===== src/logic/rdpc_consts.svh =====
`ifndef RDPC_CONSTS_SVH
`define RDPC_CONSTS_SVH

// ----------------------------------------------------------------
// Register offsets (byte addresses = 4 * index)
// ----------------------------------------------------------------
`define RDPC_IDX_DEMOD 8'h01
`define RDPC_IDX_LVL_OFS 8'h02
`define RDPC_IDX_MON_OUT 8'h03
`define RDPC_IDX_GAIN1 8'h04
`define RDPC_IDX_GAIN2 8'h05
`define RDPC_IDX_GAIN3 8'h06
`define RDPC_IDX_AMP_CTRL 8'h07
`define RDPC_IDX_EXT_EN 8'h08
`define RDPC_IDX_STATUS 8'h09
`define RDPC_IDX_TEMP 8'h0a

// ----------------------------------------------------------------
// Reset values
// ----------------------------------------------------------------
`define RDPC_RST_DEMOD 8'h00
`define RDPC_RST_LVL_OFS 8'h00
`define RDPC_RST_MON_OUT 8'h00
`define RDPC_RST_GAIN 8'h77
`define RDPC_RST_AMP_CTRL 8'h13
`define RDPC_RST_EXT_EN 8'h00

// ----------------------------------------------------------------
// Field positions
// ----------------------------------------------------------------
`define RDPC_B_BER 7
`define RDPC_B_STR_FREEZE 3
`define RDPC_B_LIM_DIS 2
`define RDPC_B_AFC_STOP 1
`define RDPC_B_AFC_DIS 0
`define RDPC_B_OFS_DIR 7
`define RDPC_B_TEMP_DIG 5
`define RDPC_B_TEMP_ANA 4
`define RDPC_B_RSSI_ANA 0
`define RDPC_B_TIMING 7
`define RDPC_B_POL 6
`define RDPC_B_DRIVE 5
`define RDPC_B_AMP_CHOICE 4
`define RDPC_B_EXT_EN 4

// ----------------------------------------------------------------
// AXI4-Lite responses
// ----------------------------------------------------------------
`define RDPC_RESP_OKAY 2'b00
`define RDPC_RESP_SLVERR 2'b10

`endif


===== src/logic/rdpc_pkg.sv =====
package rdpc_pkg;
  typedef logic [7:0] rdpc_byte_t;
  typedef enum logic [1:0] {
    RDPC_SEL_BAD,
    RDPC_SEL_ONE,
    RDPC_SEL_TWO,
    RDPC_SEL_THREE
  } rdpc_gain_sel_e;
  typedef enum {
    RDPC_W_IDLE,
    RDPC_W_RESP
  } rdpc_wr_state_e;
endpackage


===== src/logic/rdpc_top.sv =====
// Overview of operation
// Bit 7 selects bit-error measurement mode
// Bit 3 freezes symbol timing after SFD
// Bit 2 bypasses frequency-correction limiter
// Bit 1 stops correction after SFD
// Bit 0 disables frequency correction
// Signal level offset, add or subtract
// Bit 5 exposes digital temperature readback
// Bits 4/0 route temperature/level to monitor
// Software never enables two monitor outputs
// Three gain registers, nibbles reset 0111
// Select field picks gain set one-three
// Bit 4 picks high or low amplifier
// Bit 7 picks transmit or amplifier timing
// Bit 6 inverts external control output
// Bit 5 picks push-pull or open-drain
// Enable bit gates output, else low
// Reserved bits store, read back, no effect
//
// Added by the designer: register access over AXI4-Lite.
`include "rdpc_consts.svh"

module rdpc_top (
  // Clock and reset
  input wire logic I_CORE_CLK,
  input wire logic I_SYS_RST,
  // AXI4-Lite write address
  input wire logic I_AWVALID,
  output logic O_AWREADY,
  input wire logic [31:0] I_AWADDR,
  // AXI4-Lite write data
  input wire logic I_WVALID,
  output logic O_WREADY,
  input wire logic [31:0] I_WDATA,
  input wire logic [3:0] I_WSTRB,
  // AXI4-Lite write response
  output logic O_BVALID,
  input wire logic I_BREADY,
  output logic [1:0] O_BRESP,
  // AXI4-Lite read address
  input wire logic I_ARVALID,
  output logic O_ARREADY,
  input wire logic [31:0] I_ARADDR,
  // AXI4-Lite read data
  output logic O_RVALID,
  input wire logic I_RREADY,
  output logic [31:0] O_RDATA,
  output logic [1:0] O_RRESP,
  // Radio state inputs
  input wire logic I_RX_ACTIVE,
  input wire logic I_SFD_DET,
  input wire logic I_TX_ON,
  input wire logic I_AMP_ON,
  input wire logic [7:0] I_SIGNAL_LEVEL,
  input wire logic [7:0] I_TEMP_CONV,
  // Demodulator controls
  output logic O_BIT_ERROR_MEASURE_MODE,
  output logic O_SYMBOL_TIMING_RUN,
  output logic O_FREQ_CORR_LIMITER_EN,
  output logic O_FREQ_CORR_RUN,
  output logic [7:0] O_SIGNAL_LEVEL_ADJ,
  // Analog monitor
  output logic O_TEMP_ANALOG_OUT_EN,
  output logic O_SIGNAL_LEVEL_ANALOG_OUT_EN,
  output logic O_RX_NOT_GUARANTEED,
  // Amplifier
  output logic O_AMPLIFIER_CHOICE,
  output logic [3:0] O_GAIN_CODE,
  // External amplifier control pin
  output logic O_EXTERNAL_AMP_CONTROL_OUT,
  output logic O_EXTERNAL_AMP_CONTROL_OE
);

  // --------------------------------------------------------------
  // Helpers
  // --------------------------------------------------------------
  function automatic logic [7:0] word_index(input logic [31:0] addr);
    word_index = addr[9:2];
  endfunction

  function automatic logic [7:0] merge_byte(input logic [7:0] old_v,
                                            input logic [31:0] data,
                                            input logic [3:0] strb);
    merge_byte = strb[0] ? data[7:0] : old_v;
  endfunction

  function automatic logic is_mapped(input logic [7:0] idx);
    is_mapped = (idx >= `RDPC_IDX_DEMOD) && (idx <= `RDPC_IDX_TEMP);
  endfunction

  function automatic logic is_writable(input logic [7:0] idx);
    is_writable = (idx >= `RDPC_IDX_DEMOD) && (idx <= `RDPC_IDX_EXT_EN);
  endfunction

  // --------------------------------------------------------------
  // Registers
  // --------------------------------------------------------------
  rdpc_pkg::rdpc_byte_t demod_q;
  rdpc_pkg::rdpc_byte_t lvl_ofs_q;
  rdpc_pkg::rdpc_byte_t mon_out_q;
  rdpc_pkg::rdpc_byte_t gain_q [3];
  rdpc_pkg::rdpc_byte_t amp_ctrl_q;
  rdpc_pkg::rdpc_byte_t ext_en_q;
  rdpc_pkg::rdpc_byte_t temp_q;

  // --------------------------------------------------------------
  // Write channel
  // --------------------------------------------------------------
  rdpc_pkg::rdpc_wr_state_e wr_state_q;
  logic aw_got_q;
  logic w_got_q;
  logic [7:0] aw_idx_q;
  logic [31:0] w_data_q;
  logic [3:0] w_strb_q;
  logic do_write;
  logic [7:0] wr_idx;
  logic [31:0] wr_data;
  logic [3:0] wr_strb;

  always_comb begin
    wr_idx = aw_got_q ? aw_idx_q : word_index(I_AWADDR);
    wr_data = w_got_q ? w_data_q : I_WDATA;
    wr_strb = w_got_q ? w_strb_q : I_WSTRB;
    do_write = (wr_state_q == rdpc_pkg::RDPC_W_IDLE) &&
               (aw_got_q || (I_AWVALID && O_AWREADY)) &&
               (w_got_q || (I_WVALID && O_WREADY));
  end

  always_ff @(posedge I_CORE_CLK or posedge I_SYS_RST) begin
    if (I_SYS_RST) begin
      wr_state_q <= rdpc_pkg::RDPC_W_IDLE;
      aw_got_q <= 1'b0;
      w_got_q <= 1'b0;
      aw_idx_q <= 8'h00;
      w_data_q <= 32'h0000_0000;
      w_strb_q <= 4'h0;
      O_AWREADY <= 1'b1;
      O_WREADY <= 1'b1;
      O_BVALID <= 1'b0;
      O_BRESP <= `RDPC_RESP_OKAY;
    end else begin
      case (wr_state_q)
        rdpc_pkg::RDPC_W_IDLE: begin
          if (do_write) begin
            aw_got_q <= 1'b0;
            w_got_q <= 1'b0;
            O_AWREADY <= 1'b0;
            O_WREADY <= 1'b0;
            O_BVALID <= 1'b1;
            O_BRESP <= is_writable(wr_idx) ? `RDPC_RESP_OKAY :
                       `RDPC_RESP_SLVERR;
            wr_state_q <= rdpc_pkg::RDPC_W_RESP;
          end else begin
            if (I_AWVALID && O_AWREADY) begin
              aw_got_q <= 1'b1;
              aw_idx_q <= word_index(I_AWADDR);
              O_AWREADY <= 1'b0;
            end
            if (I_WVALID && O_WREADY) begin
              w_got_q <= 1'b1;
              w_data_q <= I_WDATA;
              w_strb_q <= I_WSTRB;
              O_WREADY <= 1'b0;
            end
          end
        end
        rdpc_pkg::RDPC_W_RESP: begin
          if (I_BREADY) begin
            O_BVALID <= 1'b0;
            O_AWREADY <= 1'b1;
            O_WREADY <= 1'b1;
            wr_state_q <= rdpc_pkg::RDPC_W_IDLE;
          end
        end
        default: begin
          wr_state_q <= rdpc_pkg::RDPC_W_IDLE;
        end
      endcase
    end
  end

  // --------------------------------------------------------------
  // Register storage (all bits, reserved included, read back)
  // --------------------------------------------------------------
  always_ff @(posedge I_CORE_CLK or posedge I_SYS_RST) begin
    if (I_SYS_RST) begin
      demod_q <= `RDPC_RST_DEMOD;
      lvl_ofs_q <= `RDPC_RST_LVL_OFS;
      mon_out_q <= `RDPC_RST_MON_OUT;
      gain_q[0] <= `RDPC_RST_GAIN;
      gain_q[1] <= `RDPC_RST_GAIN;
      gain_q[2] <= `RDPC_RST_GAIN;
      amp_ctrl_q <= `RDPC_RST_AMP_CTRL;
      ext_en_q <= `RDPC_RST_EXT_EN;
    end else if (do_write) begin
      case (wr_idx)
        `RDPC_IDX_DEMOD: demod_q <= merge_byte(demod_q, wr_data, wr_strb);
        `RDPC_IDX_LVL_OFS: begin
          lvl_ofs_q <= merge_byte(lvl_ofs_q, wr_data, wr_strb);
        end
        `RDPC_IDX_MON_OUT: begin
          mon_out_q <= merge_byte(mon_out_q, wr_data, wr_strb);
        end
        `RDPC_IDX_GAIN1: gain_q[0] <= merge_byte(gain_q[0], wr_data, wr_strb);
        `RDPC_IDX_GAIN2: gain_q[1] <= merge_byte(gain_q[1], wr_data, wr_strb);
        `RDPC_IDX_GAIN3: gain_q[2] <= merge_byte(gain_q[2], wr_data, wr_strb);
        `RDPC_IDX_AMP_CTRL: begin
          amp_ctrl_q <= merge_byte(amp_ctrl_q, wr_data, wr_strb);
        end
        `RDPC_IDX_EXT_EN: ext_en_q <= merge_byte(ext_en_q, wr_data, wr_strb);
        default: begin
        end
      endcase
    end
  end

  // --------------------------------------------------------------
  // Temperature readback
  // --------------------------------------------------------------
  always_ff @(posedge I_CORE_CLK or posedge I_SYS_RST) begin
    if (I_SYS_RST) begin
      temp_q <= 8'h00;
    end else if (mon_out_q[`RDPC_B_TEMP_DIG]) begin
      temp_q <= I_TEMP_CONV;
    end
  end

  // --------------------------------------------------------------
  // Read channel
  // --------------------------------------------------------------
  logic [7:0] rd_idx;
  logic [7:0] rd_byte;
  logic [7:0] status;

  always_comb begin
    status = {5'h00, O_EXTERNAL_AMP_CONTROL_OUT, O_FREQ_CORR_RUN,
              O_SYMBOL_TIMING_RUN};
    rd_idx = word_index(I_ARADDR);
    case (rd_idx)
      `RDPC_IDX_DEMOD: rd_byte = demod_q;
      `RDPC_IDX_LVL_OFS: rd_byte = lvl_ofs_q;
      `RDPC_IDX_MON_OUT: rd_byte = mon_out_q;
      `RDPC_IDX_GAIN1: rd_byte = gain_q[0];
      `RDPC_IDX_GAIN2: rd_byte = gain_q[1];
      `RDPC_IDX_GAIN3: rd_byte = gain_q[2];
      `RDPC_IDX_AMP_CTRL: rd_byte = amp_ctrl_q;
      `RDPC_IDX_EXT_EN: rd_byte = ext_en_q;
      `RDPC_IDX_STATUS: rd_byte = status;
      `RDPC_IDX_TEMP: rd_byte = temp_q;
      default: rd_byte = 8'h00;
    endcase
  end

  always_ff @(posedge I_CORE_CLK or posedge I_SYS_RST) begin
    if (I_SYS_RST) begin
      O_ARREADY <= 1'b1;
      O_RVALID <= 1'b0;
      O_RDATA <= 32'h0000_0000;
      O_RRESP <= `RDPC_RESP_OKAY;
    end else if (O_RVALID) begin
      if (I_RREADY) begin
        O_RVALID <= 1'b0;
        O_ARREADY <= 1'b1;
      end
    end else if (I_ARVALID && O_ARREADY) begin
      O_ARREADY <= 1'b0;
      O_RVALID <= 1'b1;
      O_RDATA <= {24'h00_0000, rd_byte};
      O_RRESP <= is_mapped(rd_idx) ? `RDPC_RESP_OKAY : `RDPC_RESP_SLVERR;
    end
  end

  // --------------------------------------------------------------
  // Demodulator control
  // --------------------------------------------------------------
  logic sym_run;
  logic afc_run;

  rdpc_track_gate u_symbol_gate (
    .i_clk(I_CORE_CLK),
    .i_rst(I_SYS_RST),
    .i_rx_active(I_RX_ACTIVE),
    .i_sfd_det(I_SFD_DET),
    .i_stop_after_sfd(demod_q[`RDPC_B_STR_FREEZE]),
    .i_disable(1'b0),
    .o_run(sym_run)
  );

  rdpc_track_gate u_afc_gate (
    .i_clk(I_CORE_CLK),
    .i_rst(I_SYS_RST),
    .i_rx_active(I_RX_ACTIVE),
    .i_sfd_det(I_SFD_DET),
    .i_stop_after_sfd(demod_q[`RDPC_B_AFC_STOP]),
    .i_disable(demod_q[`RDPC_B_AFC_DIS]),
    .o_run(afc_run)
  );

  logic [8:0] lvl_sum;

  always_comb begin
    if (lvl_ofs_q[`RDPC_B_OFS_DIR]) begin
      lvl_sum = {1'b0, I_SIGNAL_LEVEL} + {4'h0, lvl_ofs_q[4:0]};
    end else begin
      lvl_sum = {1'b0, I_SIGNAL_LEVEL} - {4'h0, lvl_ofs_q[4:0]};
    end
  end

  always_ff @(posedge I_CORE_CLK or posedge I_SYS_RST) begin
    if (I_SYS_RST) begin
      O_BIT_ERROR_MEASURE_MODE <= 1'b0;
      O_SYMBOL_TIMING_RUN <= 1'b1;
      O_FREQ_CORR_LIMITER_EN <= 1'b1;
      O_FREQ_CORR_RUN <= 1'b1;
      O_SIGNAL_LEVEL_ADJ <= 8'h00;
    end else begin
      O_BIT_ERROR_MEASURE_MODE <= demod_q[`RDPC_B_BER];
      O_SYMBOL_TIMING_RUN <= sym_run;
      O_FREQ_CORR_LIMITER_EN <= !demod_q[`RDPC_B_LIM_DIS];
      O_FREQ_CORR_RUN <= afc_run;
      if (lvl_sum[8]) begin
        O_SIGNAL_LEVEL_ADJ <= lvl_ofs_q[`RDPC_B_OFS_DIR] ? 8'hff : 8'h00;
      end else begin
        O_SIGNAL_LEVEL_ADJ <= lvl_sum[7:0];
      end
    end
  end

  // --------------------------------------------------------------
  // Monitor and amplifier selection
  // --------------------------------------------------------------
  rdpc_pkg::rdpc_gain_sel_e gain_sel;
  logic [7:0] gain_pair;

  always_comb begin
    gain_sel = rdpc_pkg::rdpc_gain_sel_e'(amp_ctrl_q[1:0]);
    case (gain_sel)
      rdpc_pkg::RDPC_SEL_ONE: gain_pair = gain_q[0];
      rdpc_pkg::RDPC_SEL_TWO: gain_pair = gain_q[1];
      rdpc_pkg::RDPC_SEL_THREE: gain_pair = gain_q[2];
      default: gain_pair = gain_q[2];
    endcase
  end

  always_ff @(posedge I_CORE_CLK or posedge I_SYS_RST) begin
    if (I_SYS_RST) begin
      O_TEMP_ANALOG_OUT_EN <= 1'b0;
      O_SIGNAL_LEVEL_ANALOG_OUT_EN <= 1'b0;
      O_RX_NOT_GUARANTEED <= 1'b0;
      O_AMPLIFIER_CHOICE <= 1'b1;
      O_GAIN_CODE <= 4'h7;
    end else begin
      // Two enables at once give no correct value (software's duty) R9
      O_TEMP_ANALOG_OUT_EN <= mon_out_q[`RDPC_B_TEMP_ANA];
      O_SIGNAL_LEVEL_ANALOG_OUT_EN <= mon_out_q[`RDPC_B_RSSI_ANA];
      O_RX_NOT_GUARANTEED <= mon_out_q[`RDPC_B_TEMP_DIG];
      O_AMPLIFIER_CHOICE <= amp_ctrl_q[`RDPC_B_AMP_CHOICE];
      O_GAIN_CODE <= amp_ctrl_q[`RDPC_B_AMP_CHOICE] ? gain_pair[7:4] :
                     gain_pair[3:0];
    end
  end

  // --------------------------------------------------------------
  // External amplifier control pin
  // --------------------------------------------------------------
  rdpc_ext_amp u_ext_amp (
    .i_clk(I_CORE_CLK),
    .i_rst(I_SYS_RST),
    .i_enable(ext_en_q[`RDPC_B_EXT_EN]),
    .i_use_amp_on(amp_ctrl_q[`RDPC_B_TIMING]),
    .i_invert(amp_ctrl_q[`RDPC_B_POL]),
    .i_open_drain(amp_ctrl_q[`RDPC_B_DRIVE]),
    .i_tx_on(I_TX_ON),
    .i_amp_on(I_AMP_ON),
    .o_pin_out(O_EXTERNAL_AMP_CONTROL_OUT),
    .o_pin_oe(O_EXTERNAL_AMP_CONTROL_OE)
  );

endmodule


===== src/logic/rdpc_track_gate.sv =====
// ----------------------------------------------------------------
// Tracking gate: runs, or stops after a frame start when asked to
// ----------------------------------------------------------------
module rdpc_track_gate (
  // Clock and reset
  input wire logic i_clk,
  input wire logic i_rst,
  // Control
  input wire logic i_rx_active,
  input wire logic i_sfd_det,
  input wire logic i_stop_after_sfd,
  input wire logic i_disable,
  // Result
  output logic o_run
);
  logic frozen_q;

  always_ff @(posedge i_clk or posedge i_rst) begin
    if (i_rst) begin
      frozen_q <= 1'b0;
    end else if (!i_rx_active) begin
      frozen_q <= 1'b0;
    end else if (i_sfd_det) begin
      frozen_q <= 1'b1;
    end
  end

  always_comb begin
    o_run = !i_disable && !(i_stop_after_sfd && frozen_q);
  end
endmodule


===== src/logic/rdpc_ext_amp.sv =====
// ----------------------------------------------------------------
// External amplifier control pin: timing, polarity, drive mode
// ----------------------------------------------------------------
module rdpc_ext_amp (
  // Clock and reset
  input wire logic i_clk,
  input wire logic i_rst,
  // Settings
  input wire logic i_enable,
  input wire logic i_use_amp_on,
  input wire logic i_invert,
  input wire logic i_open_drain,
  // Radio states
  input wire logic i_tx_on,
  input wire logic i_amp_on,
  // Pin
  output logic o_pin_out,
  output logic o_pin_oe
);
  logic active;
  logic level;

  always_comb begin
    active = i_enable && (i_use_amp_on ? i_amp_on : i_tx_on);
    level = active ^ (i_enable && i_invert);
  end

  always_ff @(posedge i_clk or posedge i_rst) begin
    if (i_rst) begin
      o_pin_out <= 1'b0;
      o_pin_oe <= 1'b1;
    end else begin
      o_pin_out <= i_open_drain ? 1'b0 : level;
      o_pin_oe <= i_open_drain ? !level : 1'b1;
    end
  end
endmodule


===== config.mk =====
export PLATFORM = sky130hd
export DESIGN_NAME = rdpc_top
export DESIGN_NICKNAME = d
export VERILOG_FILES = /design/src/logic/rdpc_pkg.sv /design/src/logic/rdpc_top.sv /design/src/logic/rdpc_track_gate.sv /design/src/logic/rdpc_ext_amp.sv
export VERILOG_INCLUDE_DIRS = /design/src /design/src/logic
export SDC_FILE = /design/constraint.sdc
export NUM_CORES = 1
export LEC_CHECK = 0
export ABC_AREA = 1
export BUFFER_PORTS_ARGS = -buffer_cell sky130_fd_sc_hd__buf_2
export CAP_MARGIN = 0
export CORE_UTILIZATION = 45
export CTS_CLUSTER_SIZE = 28
export DETAILED_ROUTE_END_ITERATION = 10
export PLACE_DENSITY = 0.7
export SLEW_MARGIN = 20
export SYNTH_ARGS = -nofsm -noshare
export SYNTH_HDL_FRONTEND = slang
export SYNTH_SLANG_ARGS = --single-unit

===== constraint.sdc =====
create_clock -name I_CORE_CLK -period 5.37 [get_ports I_CORE_CLK]
set_input_delay 0.537 -clock I_CORE_CLK [delete_from_list [all_inputs] [get_ports I_CORE_CLK]]
set_output_delay 0.537 -clock I_CORE_CLK [all_outputs]
set_load 0.03 [all_outputs]

* Word level (Yosys, flattened, before mapping)
Index checks and enable logic that the tools add are counted.
** Cells by class
- $add $sub $neg :: 2
- Order comparisons :: 4
- Eq/ne operators :: 27
- Mux-type cells :: 39
- Bitwise logic cells :: 3
- Reductions and logical operators :: 44
** Operators with widths (count)
- case mux 8 bit (10 select lines) :: 1
- equality test 8 x 3 -> 1 bit, second input constant :: 8
- zero test 32 bit :: 2
- two-way mux 32 bit :: 2
- case mux 32 bit (2 select lines) :: 1
- AND reduction 3 bit :: 13
- equality test 32 x 1 -> 1 bit, second input constant :: 1
- equality test 8 x 2 -> 1 bit, second input constant :: 4
- equality test 8 x 4 -> 1 bit, second input constant :: 4
- two-way mux 8 bit :: 4
- two-way mux 1 bit :: 23
- equality test 8 x 1 -> 1 bit, second input constant :: 2
- >= comparator 8 x 1 -> 1 bit, second input constant :: 2
- less-or-equal comparator 8 x 4 -> 1 bit, second input constant :: 2
- case mux 8 bit (2 select lines) :: 1
- logical AND 1 bit :: 12
- AND reduction 2 bit :: 6
- adder 8 x 5 -> 9 bit :: 1
- two-way mux 9 bit :: 1
- subtractor 8 x 5 -> 9 bit :: 1
- nonzero test 2 bit :: 4
- inequality test 3 bit, second input constant :: 2
- case mux 1 bit (2 select lines) :: 3
- zero test 1 bit :: 5
- other kinds (9) :: 14
** Storage, ports and cells
- Bits in registers :: 163
- Input port bits :: 127
- Output and inout bits :: 63
- Logic and storage cells :: 155

* Logic depth before layout (Yosys ltp)
Gate-level depths: netlist of the first run.
- Depth after elaboration :: 6
- Depth in mapped cells :: 16
- Gate-level depth less buffers :: 16

* Cells and area by module
From an unflattened synthesis of the first run, not the netlist that was laid out.
** Unflattened totals
- Cell total of the unflattened synthesis :: 801
- Area total of the unflattened synthesis :: 6771.5 um^2
** Modules (own cells, without submodules)
- rdpc_top :: instances 1, cells an instance 773, area each 6553.8 um^2, seq. area each 3191.8 um^2
- rdpc_ext_amp :: instances 1, cells an instance 16, area each 127.6 um^2, seq. area each 51.3 um^2
- rdpc_track_gate :: instances 2, cells an instance 6, area each 45.0 um^2, seq. area each 25.0 um^2

* Least setup slack after synthesis of the first run
OpenSTA, ideal clock, no wires.
- Path type :: reg2reg
- Start point :: reg lvl_ofs_q[1]
- End point :: reg O_SIGNAL_LEVEL_ADJ[4]
- Data arrival time :: 2.048 ns
- Required time :: 5.246 ns
- Path slack :: 3.198 ns
- Cell stages (with the launch flop) :: 13
- Path through :: dfrtp_1 o31ai_1 xor2_1 ha_1 or2_2 nand2_1 inv_1 nand2_1 nand2_1 nand2_1 nand2_1 o21ai_0 nand2_1
** On the way
- Longest elaborated chain between the ends :: 3
- Elaborated cells between the ends (all ways) :: 4
- Classes of those cells :: add/sub: 2; mux: 2
** Ends and longest elaborated chain
- from (decl) :: line rdpc_top.sv:99 : rdpc_pkg::rdpc_byte_t lvl_ofs_q;
- from (signal assigned) :: line rdpc_top.sv:188 : lvl_ofs_q <= `RDPC_RST_LVL_OFS;
- from (signal assigned) :: line rdpc_top.sv:199 : lvl_ofs_q <= merge_byte(lvl_ofs_q, wr_data, wr_strb);
- subtractor 8 x 5 -> 9 bit / adder 8 x 5 -> 9 bit (equally long branches) :: line rdpc_top.sv:305, rdpc_top.sv:303
- two-way mux 9 bit (*) :: line rdpc_top.sv:302 : if (lvl_ofs_q[`RDPC_B_OFS_DIR]) begin
- two-way mux 8 bit (*) :: line rdpc_top.sv:321 : if (lvl_sum[8]) begin
- to (signal assigned) :: line rdpc_top.sv:322 : O_SIGNAL_LEVEL_ADJ <= lvl_ofs_q[`RDPC_B_OFS_DIR] ? 8'hff : 8'h00;
- to (signal assigned) :: line rdpc_top.sv:324 : O_SIGNAL_LEVEL_ADJ <= lvl_sum[7:0];
- to (decl) :: line rdpc_top.sv:61 : output logic [7:0] O_SIGNAL_LEVEL_ADJ,
Every way passes the cells marked *; elsewhere a longest branch is shown, timed or not.
A chain may end at the register's enable or synchronous reset.

* Worst setup path in the final report of the first run
Same ends and word-level chain as after synthesis.

==> key figures, run 1 <==
Route
  • ANT nets after route: 0
  • WL/cell: between 10 and 15 um
  • DR iter-0 viols: around 440
  • 1st-pass router iterations: 5
  • Post-Route WL: roughly 15000 um
  • DRC viols: 0
  • Vias: 5465
  • Vias per cell: roughly 5.0

Critical path
  • R2r setup slk: roughly 2.9 ns
  • Reg2reg end: O_SIGNAL_LEVEL_ADJ[4]
  • Crit-path slowest cell: o31ai_1
  • CP required: roughly 5.7 ns
  • Slowest stage delay, CP: around 0.45 ns
  • CP max FO: 8
  • CP arrival: approximately 2.8 ns
  • Crit Reg-Reg Startpoint: lvl_ofs_q[1]
  • CP endpoint kind: register
  • Startpoint types: register
  • Worst path cell trace: o31ai_1, xor2_1, ha_1, or2_2, nand2_1, inv_1, nand2_1, nand2_1, nand2_1, nand2_1, o21ai_0, nand2_1
  • CP dominant cell by count: nand2_1
  • R2R depth: 12
  • Crit path kind: reg2reg

STA
  • Slew of the pin with the lowest slew margin: 1.03 ns
  • Fmax: between 0.4 and 0.5 GHz
  • Final slew viol count: 0
  • Final Hold Vio Count: 0
  • RSZ-0062 raised after global routing: no
  • Max Clock Skew: 0.00661 ns
  • Fin crit share: approximately 46%
  • Slew margin rel.: between 30% and 40%
  • Min Tclk post-route: 2.48 ns
  • Final setup viols: 0
  • Setup TNS: 0 ns

Finish
  • Multi-input logic area: 2950 sq um
  • Fill cells: ~1400
  • Final nets: slightly above 1000
  • Max reg flops: 24
  • Register area: around 3300 sq um
  • Top reg by flops: gain_q
  • Commonest non-fill, non-tap cell in the layout: nand2_1
  • Number of non-filler instances in the completed layout: 1086
  • Area delta synth->final: 15.3%
  • Diode count: 0
  • Share of cells above drive strength 1: around a fifth
  • Final core occ: between 50% and 60%
  • Most frequent cells in the layout: nand2_1 (219), dfrtp_1 (97), buf_2 (88)

CTS
  • Cts bufs inserted: 17
  • Clock Path Buffers: 2
  • Clk_lat worst skew: roughly 0.43 ns
  • CTS resizes: 0
  • Setup Fix Bufs, Post-CTS: 0
  • H-Tree Depth: 4
  • Worst-path clk slew: 0.05 ns
  • Hold Buf Count CTS: 0
  • Root buf cell: clkbuf_16
  • CTS tree: done
  • CTS sink count: 129

Power and ir drop
  • Worst IR Drop VDD: around 0.00028 V
  • Cell area power density: between 400 and 500 nW/um^2
  • Leakage: just under 4 nW

Placed design
  • IO buf count: 88
  • DP HPWL: 10600 um
  • Placed cells: about 1100
  • GPL Wtd Cong: around 0.89

Logic synthesis
  • Syn avg cell area: between 8 and 9 sq um
  • Seq cells post-synth: between 100 and 150
  • Synth cell types: 46
  • Top_reg_cell synth: dfrtp_1
  • Number of flops mapped to enable cells by yosys: 0
  • Post-Synthesis Cells: ~810
  • Seq/Total Area, Yosys: 48.4%
  • Asr flop ratio synth: 100%
  • Syn. warnings: 0
  • Cell area after synthesis: between 6000 and 7000 sq um

Global route
  • Vias in the first global route: slightly above 5000
  • Remaining Overflow, GRT: 0
  • GRT Util Overall: around a fifth
  • Initial antenna violation count: 0
  • Largest net degree at the start of global routing: 72
  • First-pass GRT wire length: between 20000 and 30000 um

Floorplan
  • I/O pin total: 190
  • Initial Util: a little under half
  • Die H: 125 um
  • Die X: between 100 and 150 um
  • Die ar.: roughly 16000 sq um
  • Row cnt: 44
  • Placeable Area: 14600 sq um

Status
  • Status: finished, final reports clean

Run
  • Max Cap Viol: 0

Worst hold path
  • HP Class: in2async
cells in the mapped netlist, types with 3 or more instances:
cell type,count,area share [%]
a22o_1,4,0.52
nor2_1,62,3.4
nand2_1,219,12
xor2_1,3,0.39
dfstp_2,32,12
dfrtp_1,97,36
buf_2,6,0.44
o21ai_2,11,1.4
ha_1,12,2.2
o21ai_1,64,4.7
mux2_2,6,1.0
mux2i_1,3,0.44
nand3_1,81,6.0
o22ai_1,3,0.28
a21oi_1,8,0.59
buf_6,9,1.5
buf_4,26,2.9
o21ai_0,39,2.9
inv_1,68,3.8
nand3_4,9,2.3
clkbuf_1,10,0.56
o21bai_1,3,0.33
critical path, delay by kind of cell, from the launching register on:
family / cells / cell delay, ns
simple gates: 7 / 0.82
compound gates: 2 / 0.58
flops: 1 / 0.40
fa+ha+maj: 1 / 0.28
xor+xnor: 1 / 0.21
buf+inv: 1 / 0.06
cells by family (layout without fill, tap and decap cells):
group | Yosys count | in the layout | synth area share [%]
AOI/OAI and AO/OA | 145 | 145 | 12.3
xor gates and xnor gates | 4 | 4 | 0.519
adders and majority gates | 13 | 13 | 2.52
buffers and inverters | 122 | 193 | 9.37
DFF | 129 | 129 | 48.4
muxes | 9 | 9 | 1.44
other | 1 | 26 | 0.0555
and+or+nand+nor | 383 | 383 | 25.4
stage by stage:
stage	power, mW	hold WS [ns]	cell area [sq um]	setup slack [ns]
floorplan	2.03	0.360	6850	1.44
global placement	2.25	0.403	7170	2.90
detailed placement	2.27	0.404	7170	2.89
global route	3.64	0.292	7790	2.59
CTS	3.46	0.292	7790	2.87
finish	3.44	0.286	7790	2.89
metal layers:
| layer | wire length (um) | part of all wire [%] | GRT usage, % | up-vias |
|---|---|---|---|---|
| li1 | - | - | - | 2769 |
| met1 | 6950 | 46 | 27.1 | 2512 |
| met2 | 7030 | 46 | 32.2 | 151 |
| met3 | 772 | 5.1 | 4.94 | 33 |
| met4 | 391 | 2.6 | 8.72 | 0 |
| met5 | 0 | 0 | 0 | - |
worst max-delay path by stage:
stage            startpoint                  endpoint  slack, ns
2_1_floorplan     I_SYS_RST  O_BIT_ERROR_MEASURE_MODE       1.44
3_3_place_gp   lvl_ofs_q[1]     O_SIGNAL_LEVEL_ADJ[4]       2.90
3_5_place_dp   lvl_ofs_q[1]     O_SIGNAL_LEVEL_ADJ[4]       2.89
4_1_cts        lvl_ofs_q[0]     O_SIGNAL_LEVEL_ADJ[4]       2.87
5_1_grt        lvl_ofs_q[0]     O_SIGNAL_LEVEL_ADJ[4]       2.59
6_report       lvl_ofs_q[1]     O_SIGNAL_LEVEL_ADJ[4]       2.89
report_power, final:
group | internal (mW) | total, mW | switching [mW] | leakage (nW)
Clock | 0.754 | 1.19 | 0.435 | 0.281
Sequential | 1.18 | 1.29 | 0.112 | 1.61
Combinational | 0.273 | 0.961 | 0.688 | 1.99
Total | 2.21 | 3.44 | 1.23 | 3.88
area by class of cell:
| type | instances | share of cell area [%] |
|---|---|---|
| Sequential cell | 129 | 42.0 |
| Tap cell | 184 | 2.96 |
| Clock inverter | 12 | 2.02 |
| Timing Repair Buffer | 90 | 5.85 |
| Inverter | 71 | 3.49 |
| Clock buffer | 20 | 5.87 |
| Multi-Input combinational cell | 580 | 37.8 |
Note: power is estimated with default switching activity, not from simulation.
==> run 2: changes to the inputs <==
--- a/config.mk
+++ b/config.mk
@@ -12,7 +12,7 @@
 export CORE_UTILIZATION = 45
 export CTS_CLUSTER_SIZE = 28
 export DETAILED_ROUTE_END_ITERATION = 10
-export PLACE_DENSITY = 0.7
+export PLACE_DENSITY = 0.73
 export SLEW_MARGIN = 20
 export SYNTH_ARGS = -nofsm -noshare
 export SYNTH_HDL_FRONTEND = slang
==> constraint.sdc (replaced) <==
create_clock -name I_CORE_CLK -period 2.08 [get_ports I_CORE_CLK]
set_input_delay 0.208 -clock I_CORE_CLK [delete_from_list [all_inputs] [get_ports I_CORE_CLK]]
set_output_delay 0.208 -clock I_CORE_CLK [all_outputs]
set_load 0.03 [all_outputs]
==> key figures, run 2 (synthesis results as in run 1) <==
Status
  • Status: finished, violations left (was finished, final reports clean)
  • Failing checks: negative setup slack

Power and ir drop
  • Leakage: 4.18 nW (was 3.88 nW)
  • Worst IR Drop VDD: 0.000777 V (was 0.000278 V)
  • Cell area power density: 1110 nW/um^2 (was 442 nW/um^2)
  • Tot Pwr: 9.32 mW (was 3.44 mW)

Global route
  • Vias in the first global route: 5397 (was 5125)
  • Remaining Overflow, GRT: 0 (unchanged)
  • First-pass GRT wire length: 26200 um (was 25200 um)
  • Initial antenna violation count: 0 (unchanged)
  • GRT Util Overall: 21.3% (was 20.5%)
  • Largest net degree at the start of global routing: 78 (was 72)

Floorplan
  • I/O pin total: 190 (unchanged)
  • Die H: 125 um (unchanged)
  • Die X: 125 um (unchanged)
  • Placeable Area: 14600 sq um (unchanged)
  • Die ar.: 15500 sq um (unchanged)
  • Initial Util: 46.3% (unchanged)
  • Row cnt: 44 (unchanged)

Finish
  • Diode count: 0 (unchanged)
  • Area delta synth->final: 24.3% (was 15.3%)
  • Fill cells: 1317 (was 1383)
  • Final nets: 1082 (was 1029)
  • Share of cells above drive strength 1: 27.3% (was 21.1%)
  • Fin area: 8390 sq um (was 7790 sq um)
  • Most frequent cells in the layout: nand2_1 (210), dfrtp_1 (96), buf_2 (88) (was nand2_1 (219), dfrtp_1 (97), buf_2 (88))
  • Max reg flops: 24 (unchanged)
  • Top reg by flops: gain_q (unchanged)
  • Commonest non-fill, non-tap cell in the layout: nand2_1 (unchanged)

Route
  • M1 WL: 7240 um (was 6950 um)
  • Post-Route WL: 16300 um (was 15100 um)
  • Metal3 WL: 949 um (was 772 um)
  • 1st-pass router iterations: 5 (unchanged)
  • Vias: 5773 (was 5465)
  • DR top layer: met4 (unchanged)
  • WL/cell: 14.3 um (was 13.9 um)
  • Met2 wire length: 7670 um (was 7030 um)
  • Vias per cell: 5.07 (was 5.03)
  • DRC viols: 0 (unchanged)
  • DR iter-0 viols: 421 (was 438)
  • ANT nets after route: 0 (unchanged)

Critical path
  • CP endpoint kind: register (unchanged)
  • CP max FO: 8 (unchanged)
  • Slowest stage delay, CP: 0.40 ns (was 0.45 ns)
  • Crit path kind: reg2reg (unchanged)
  • CP arrival: 2.60 ns (was 2.78 ns)
  • Worst path cell trace: inv_2, ha_4, nand2_4, nor2_4, ha_1, nand2_1, o21ai_2, ha_4, nand2_4, nor2_2, nand2_2, nand2_2, nand2_2, nand2_4, nand3_2, nand2_1 (was o31ai_1, xor2_1, ha_1, or2_2, nand2_1, inv_1, nand2_1, nand2_1, nand2_1, nand2_1, o21ai_0, nand2_1)
  • CP required: 2.43 ns (was 5.67 ns)
  • Crit path buffers/inverters: 1 (unchanged)
  • Family with the most delay on the worst path: simple AND/OR/NAND/NOR gates (unchanged)
  • Crit-path slowest cell: dfrtp_1 (was o31ai_1)
  • Startpoint types: register (unchanged)

STA
  • RSZ-0062 raised after global routing: yes (was no)
  • Min Tclk post-route: 2.25 ns (was 2.48 ns)
  • Slew of the pin with the lowest slew margin: 0.590 ns (was 1.03 ns)
  • Max Clock Skew: 0.00787 ns (was 0.00661 ns)
  • Fmax: 0.445 GHz (was 0.403 GHz)
  • Slew margin rel.: 60.5% (was 30.6%)
  • Final worst slack: -0.167 ns (was 2.89 ns)
  • Final slew viol count: 0 (unchanged)
  • Final Hold Vio Count: 0 (unchanged)
  • Fin crit share: 108% (was 46.2%)
  • Final setup viols: 8 (was 0)

Placed design
  • DP HPWL: 11000 um (was 10600 um)
  • GPL Wtd Cong: 0.857 (was 0.892)
  • Placed cell area: 7500 sq um (was 7170 sq um)
  • IO buf count: 88 (unchanged)

CTS
  • Root buf cell: clkbuf_16 (unchanged)
  • Cts bufs inserted: 17 (unchanged)
  • Clk_lat worst skew: 0.42 ns (was 0.43 ns)
  • CTS tree: done (unchanged)
  • CTS sink count: 129 (unchanged)
  • Clock Path Buffers: 2 (unchanged)
  • H-Tree Depth: 4 (unchanged)
  • Worst-path clk slew: 0.05 ns (about the same)

Worst hold path
  • HP Class: in2reg (was in2async)

Run
  • Max Cap Viol: 0 (unchanged)
run 2: cell types whose count changed in the layout (fill, tap and decap cells not counted), sizes merged:
cell,delta
clkbuf,+7
dlygate4sd3,+8
buf,+45
bufinv,-1
inv,-2
clkinvlp,-4
run 2: per-layer routing:
metal | up-vias | track usage (%)
met2 | 188 | 34.1
met4 | 0 | 8.72
li1 | 2877 | -
met3 | 33 | 5.46
met5 | - | 0
met1 | 2675 | 27.5
run 2: worst register-to-register path: stages (launching register included):
cell and delay [ns]:
dfrtp_1 0.40, inv_2 0.09, ha_4 0.15, nand2_4 0.05, nor2_4 0.10, ha_1 0.23, nand2_1 0.08, o21ai_2 0.07
ha_4 0.29, nand2_4 0.05, nor2_2 0.15, nand2_2 0.08, nand2_2 0.09, nand2_2 0.08, nand2_4 0.13, nand3_2 0.07
nand2_1 0.07
run 2: through the flow:
stage	instances	hold slack (ns)	setup TNS, ns	worst slack, ns	utilization [%]
6_report	1139	0.0199	-1.17	-0.167	57.5
3_3_place_gp	1091	0.181	-1.17	-0.164	51.4
4_1_cts	1135	0.00571	-0.916	-0.133	56.5
5_1_grt	1139	0.0187	-2.45	-0.331	57.5
3_5_place_dp	1091	0.182	-1.31	-0.194	51.4
2_1_floorplan	831	0.304	-0.0659	-0.0216	-
run 2: final cells by class:
type	count	area, sq um	share of cell area [%]
Clock inverter	5	77.6	0.924
Tap cell	184	230	2.74
Multi-Input combinational cell	580	3130	37.2
Timing Repair Buffer	143	915	10.9
Inverter	71	273	3.25
Sequential cell	129	3270	39.0
Clock buffer	27	503	5.99
run 2: power breakdown:
group          switching (mW)  internal, mW  total (mW)
sequential              0.288          3.04        3.33
clock                    1.05          1.89        2.94
combinational            1.98          1.07        3.05
total                    3.32          6.00        9.32
run 2: worst paths after layout:
kind	startpoint	slack, ns	end	cells past startpoint
worst max-delay path	lvl_ofs_q[0]	-0.17	O_SIGNAL_LEVEL_ADJ[2]	16
worst min-delay path	I_TEMP_CONV[2]	0.02	temp_q[2]	2
worst max register to register	lvl_ofs_q[0]	-0.17	O_SIGNAL_LEVEL_ADJ[2]	16
worst min register to register	demod_q[2]	0.41	O_FREQ_CORR_LIMITER_EN	1
max in group asynchronous	I_SYS_RST	1.07	u_ext_amp.o_pin_oe	4
min in group asynchronous	I_SYS_RST	0.29	O_GAIN_CODE[3]	3
run 2: repair_timing:
action / CTS / global route
setup buffers: 4 / 4
cloned: 0 / 0
hold buffers: 8 / 0
setup endpoints to repair: 8 / 8
hold endpoints to repair: 14 / 0
pin swaps: 12 / 16
resized for setup: 13 / 24
==> run 3: changes to the inputs <==
--- a/config.mk
+++ b/config.mk
@@ -13,7 +13,9 @@
 export CTS_CLUSTER_SIZE = 28
 export DETAILED_ROUTE_END_ITERATION = 10
 export PLACE_DENSITY = 0.73
+export RECOVER_POWER = 25
 export SLEW_MARGIN = 20
 export SYNTH_ARGS = -nofsm -noshare
 export SYNTH_HDL_FRONTEND = slang
 export SYNTH_SLANG_ARGS = --single-unit
+export TNS_END_PERCENT = 1
==> key figures, run 3 (synthesis results as in run 1) <==
Route
  • M1 WL: 7010 um (was 7240 um)
  • Vias per cell: 5.07 (about the same)
  • ANT nets after route: 0 (unchanged)
  • 1st-pass router iterations: 5 (unchanged)
  • DRC viols: 0 (unchanged)
  • Metal3 WL: 882 um (was 949 um)
  • DR iter-0 viols: 430 (was 421)
  • WL/cell: 14.0 um (was 14.3 um)
  • Met2 wire length: 7650 um (was 7670 um)
  • Post-Route WL: 15900 um (was 16300 um)
  • Vias: 5733 (was 5773)
  • DR top layer: met4 (unchanged)

CTS
  • Worst-path clk slew: 0.05 ns (about the same)
  • Clock Path Buffers: 2 (unchanged)
  • Cts bufs inserted: 17 (unchanged)
  • CTS tree: done (unchanged)
  • Clk_lat worst skew: 0.42 ns (about the same)
  • Root buf cell: clkbuf_16 (unchanged)
  • CTS sink count: 129 (unchanged)
  • H-Tree Depth: 4 (unchanged)

Floorplan
  • Die H: 125 um (unchanged)
  • Die X: 125 um (unchanged)
  • I/O pin total: 190 (unchanged)
  • Placeable Area: 14600 sq um (unchanged)
  • Row cnt: 44 (unchanged)
  • Initial Util: 46.3% (unchanged)
  • Die ar.: 15500 sq um (unchanged)

Placed design
  • DP HPWL: 10800 um (was 11000 um)
  • GPL Wtd Cong: 0.890 (was 0.857)
  • Placed cells: 1089 (was 1091)
  • IO buf count: 88 (unchanged)
  • Setup WS pre-CTS: -0.367 ns (was -0.194 ns)
  • Placed cell area: 7460 sq um (was 7500 sq um)

Status
  • Failing checks: max-capacitance violations, max-slew violations, negative setup slack (was negative setup slack)
  • Status: finished, violations left (unchanged)

Critical path
  • CP arrival: 2.53 ns (was 2.60 ns)
  • CP max FO: 8 (unchanged)
  • Startpoint types: register (unchanged)
  • Worst path cell trace: inv_2, ha_4, nand2_4, nor2_4, ha_4, nand2_2, o21ai_2, ha_4, a21o_1, a21oi_2, nand2_2, nand2_2, nand2_4, o21ai_2, nand2_1 (was inv_2, ha_4, nand2_4, nor2_4, ha_1, nand2_1, o21ai_2, ha_4, nand2_4, nor2_2, nand2_2, nand2_2, nand2_2, nand2_4, nand3_2, nand2_1)
  • Crit path buffers/inverters: 1 (unchanged)
  • Crit path kind: reg2reg (unchanged)
  • CP endpoint kind: register (unchanged)
  • CP required: 2.38 ns (was 2.43 ns)
  • Crit-path slowest cell: dfrtp_2 (was dfrtp_1)
  • Family with the most delay on the worst path: simple AND/OR/NAND/NOR gates (unchanged)
  • Slowest stage delay, CP: 0.43 ns (was 0.40 ns)

STA
  • Slew of the pin with the lowest slew margin: 1.70 ns (was 0.590 ns)
  • Final setup viols: 8 (unchanged)
  • Slew margin rel.: -13.0% (was 60.5%)
  • Max Clock Skew: 0.0109 ns (was 0.00787 ns)
  • Final Hold Vio Count: 0 (unchanged)
  • Fmax: 0.448 GHz (was 0.445 GHz)
  • Worst hold slack: 0.00472 ns (was 0.0199 ns)
  • Fin crit share: 107% (was 108%)
  • Min Tclk post-route: 2.23 ns (was 2.25 ns)
  • Setup TNS: -1.10 ns (was -1.17 ns)
  • RSZ-0062 raised after global routing: yes (unchanged)
  • Final slew viol count: 130 (was 0)
  • Final worst slack: -0.152 ns (was -0.167 ns)

Global route
  • Largest net degree at the start of global routing: 130 (was 78)
  • Remaining Overflow, GRT: 0 (unchanged)
  • GRT Util Overall: 21.0% (was 21.3%)
  • Vias in the first global route: 5321 (was 5397)
  • Initial antenna violation count: 0 (unchanged)
  • First-pass GRT wire length: 26000 um (was 26200 um)

Finish
  • Commonest non-fill, non-tap cell in the layout: nand2_1 (unchanged)
  • Final core occ: 56.4% (was 57.5%)
  • Area delta synth->final: 21.9% (was 24.3%)
  • Final nets: 1074 (was 1082)
  • Top reg by flops: gain_q (unchanged)
  • Max reg flops: 24 (unchanged)
  • Share of cells above drive strength 1: 26.7% (was 27.3%)
  • Number of non-filler instances in the completed layout: 1131 (was 1139)
  • Diode count: 0 (unchanged)
  • Fin area: 8230 sq um (was 8390 sq um)
  • Most frequent cells in the layout: nand2_1 (209), dfrtp_1 (96), buf_2 (87) (was nand2_1 (210), dfrtp_1 (96), buf_2 (88))

Power and ir drop
  • Cell area power density: 1120 nW/um^2 (was 1110 nW/um^2)
  • Worst IR Drop VDD: 0.000803 V (was 0.000777 V)
  • Tot Pwr: 9.18 mW (was 9.32 mW)
  • Leakage: 4.11 nW (was 4.18 nW)

Worst hold path
  • HP Class: in2reg (unchanged)

Run
  • Max Cap Viol: 1 (was 0)
-- run 3: changes by cell type in the layout (fill, tap and decap cells not counted), sizes merged --
cell	before	now
clkinvlp	2	3
clkbuf	27	24
buf	135	128
clkinv	3	7
dlygate4sd3	8	5
-- run 3: final timing paths --
path | from | endpoint | slack (ns) | cells after the start
max | lvl_ofs_q[0] | O_SIGNAL_LEVEL_ADJ[4] | -0.15 | 15
min | I_TEMP_CONV[6] | temp_q[6] | 0.005 | 3
max reg2reg | lvl_ofs_q[0] | O_SIGNAL_LEVEL_ADJ[4] | -0.15 | 15
min reg2reg | demod_q[2] | O_FREQ_CORR_LIMITER_EN | 0.41 | 1
max in group asynchronous | I_SYS_RST | lvl_ofs_q[0] | 0.54 | 3
min in group asynchronous | I_SYS_RST | O_GAIN_CODE[3] | 0.43 | 3
-- run 3: worst reg2reg max path, delay by kind of cell (launching register included) --
kind / cells / cell delay [ns]
compound gates: 4 / 0.52
buf+inv: 1 / 0.09
flops: 1 / 0.43
simple gates: 7 / 0.57
fa+ha+maj: 3 / 0.52
-- run 3: area by class of cell --
type                            count  area, sq um
Clock buffer                       22          474
Clock inverter                     10          109
Fill cell                        1321         6350
Inverter                           71          273
Multi-Input combinational cell    580         3060
Sequential cell                   129         3270
Tap cell                          184          230
Timing Repair Buffer              135          817
-- run 3: where the power goes --
part           leakage [nW]  switching (mW)  internal, mW  total [mW]
combinational          2.22            1.92          1.01        2.93
clock                 0.286            1.07          1.85        2.92
sequential             1.61           0.294          3.04        3.34
total                  4.11            3.28          5.90        9.18
-- run 3: layer usage --
layer,up-vias,GRT usage [%]
met5,-,0
met1,2670,27.6
met4,0,7.51
met3,28,4.55
met2,192,34.3
li1,2843,-
-- run 3: what timing repair did --
action                                  4_1_cts  5_1_grt
endpoints found under the setup margin        8        8
pin swaps                                    13       14
setup buffers                                 4        1
resized for setup                            18       16
hold endpoints to repair                      4        0
hold buffers                                  5        0
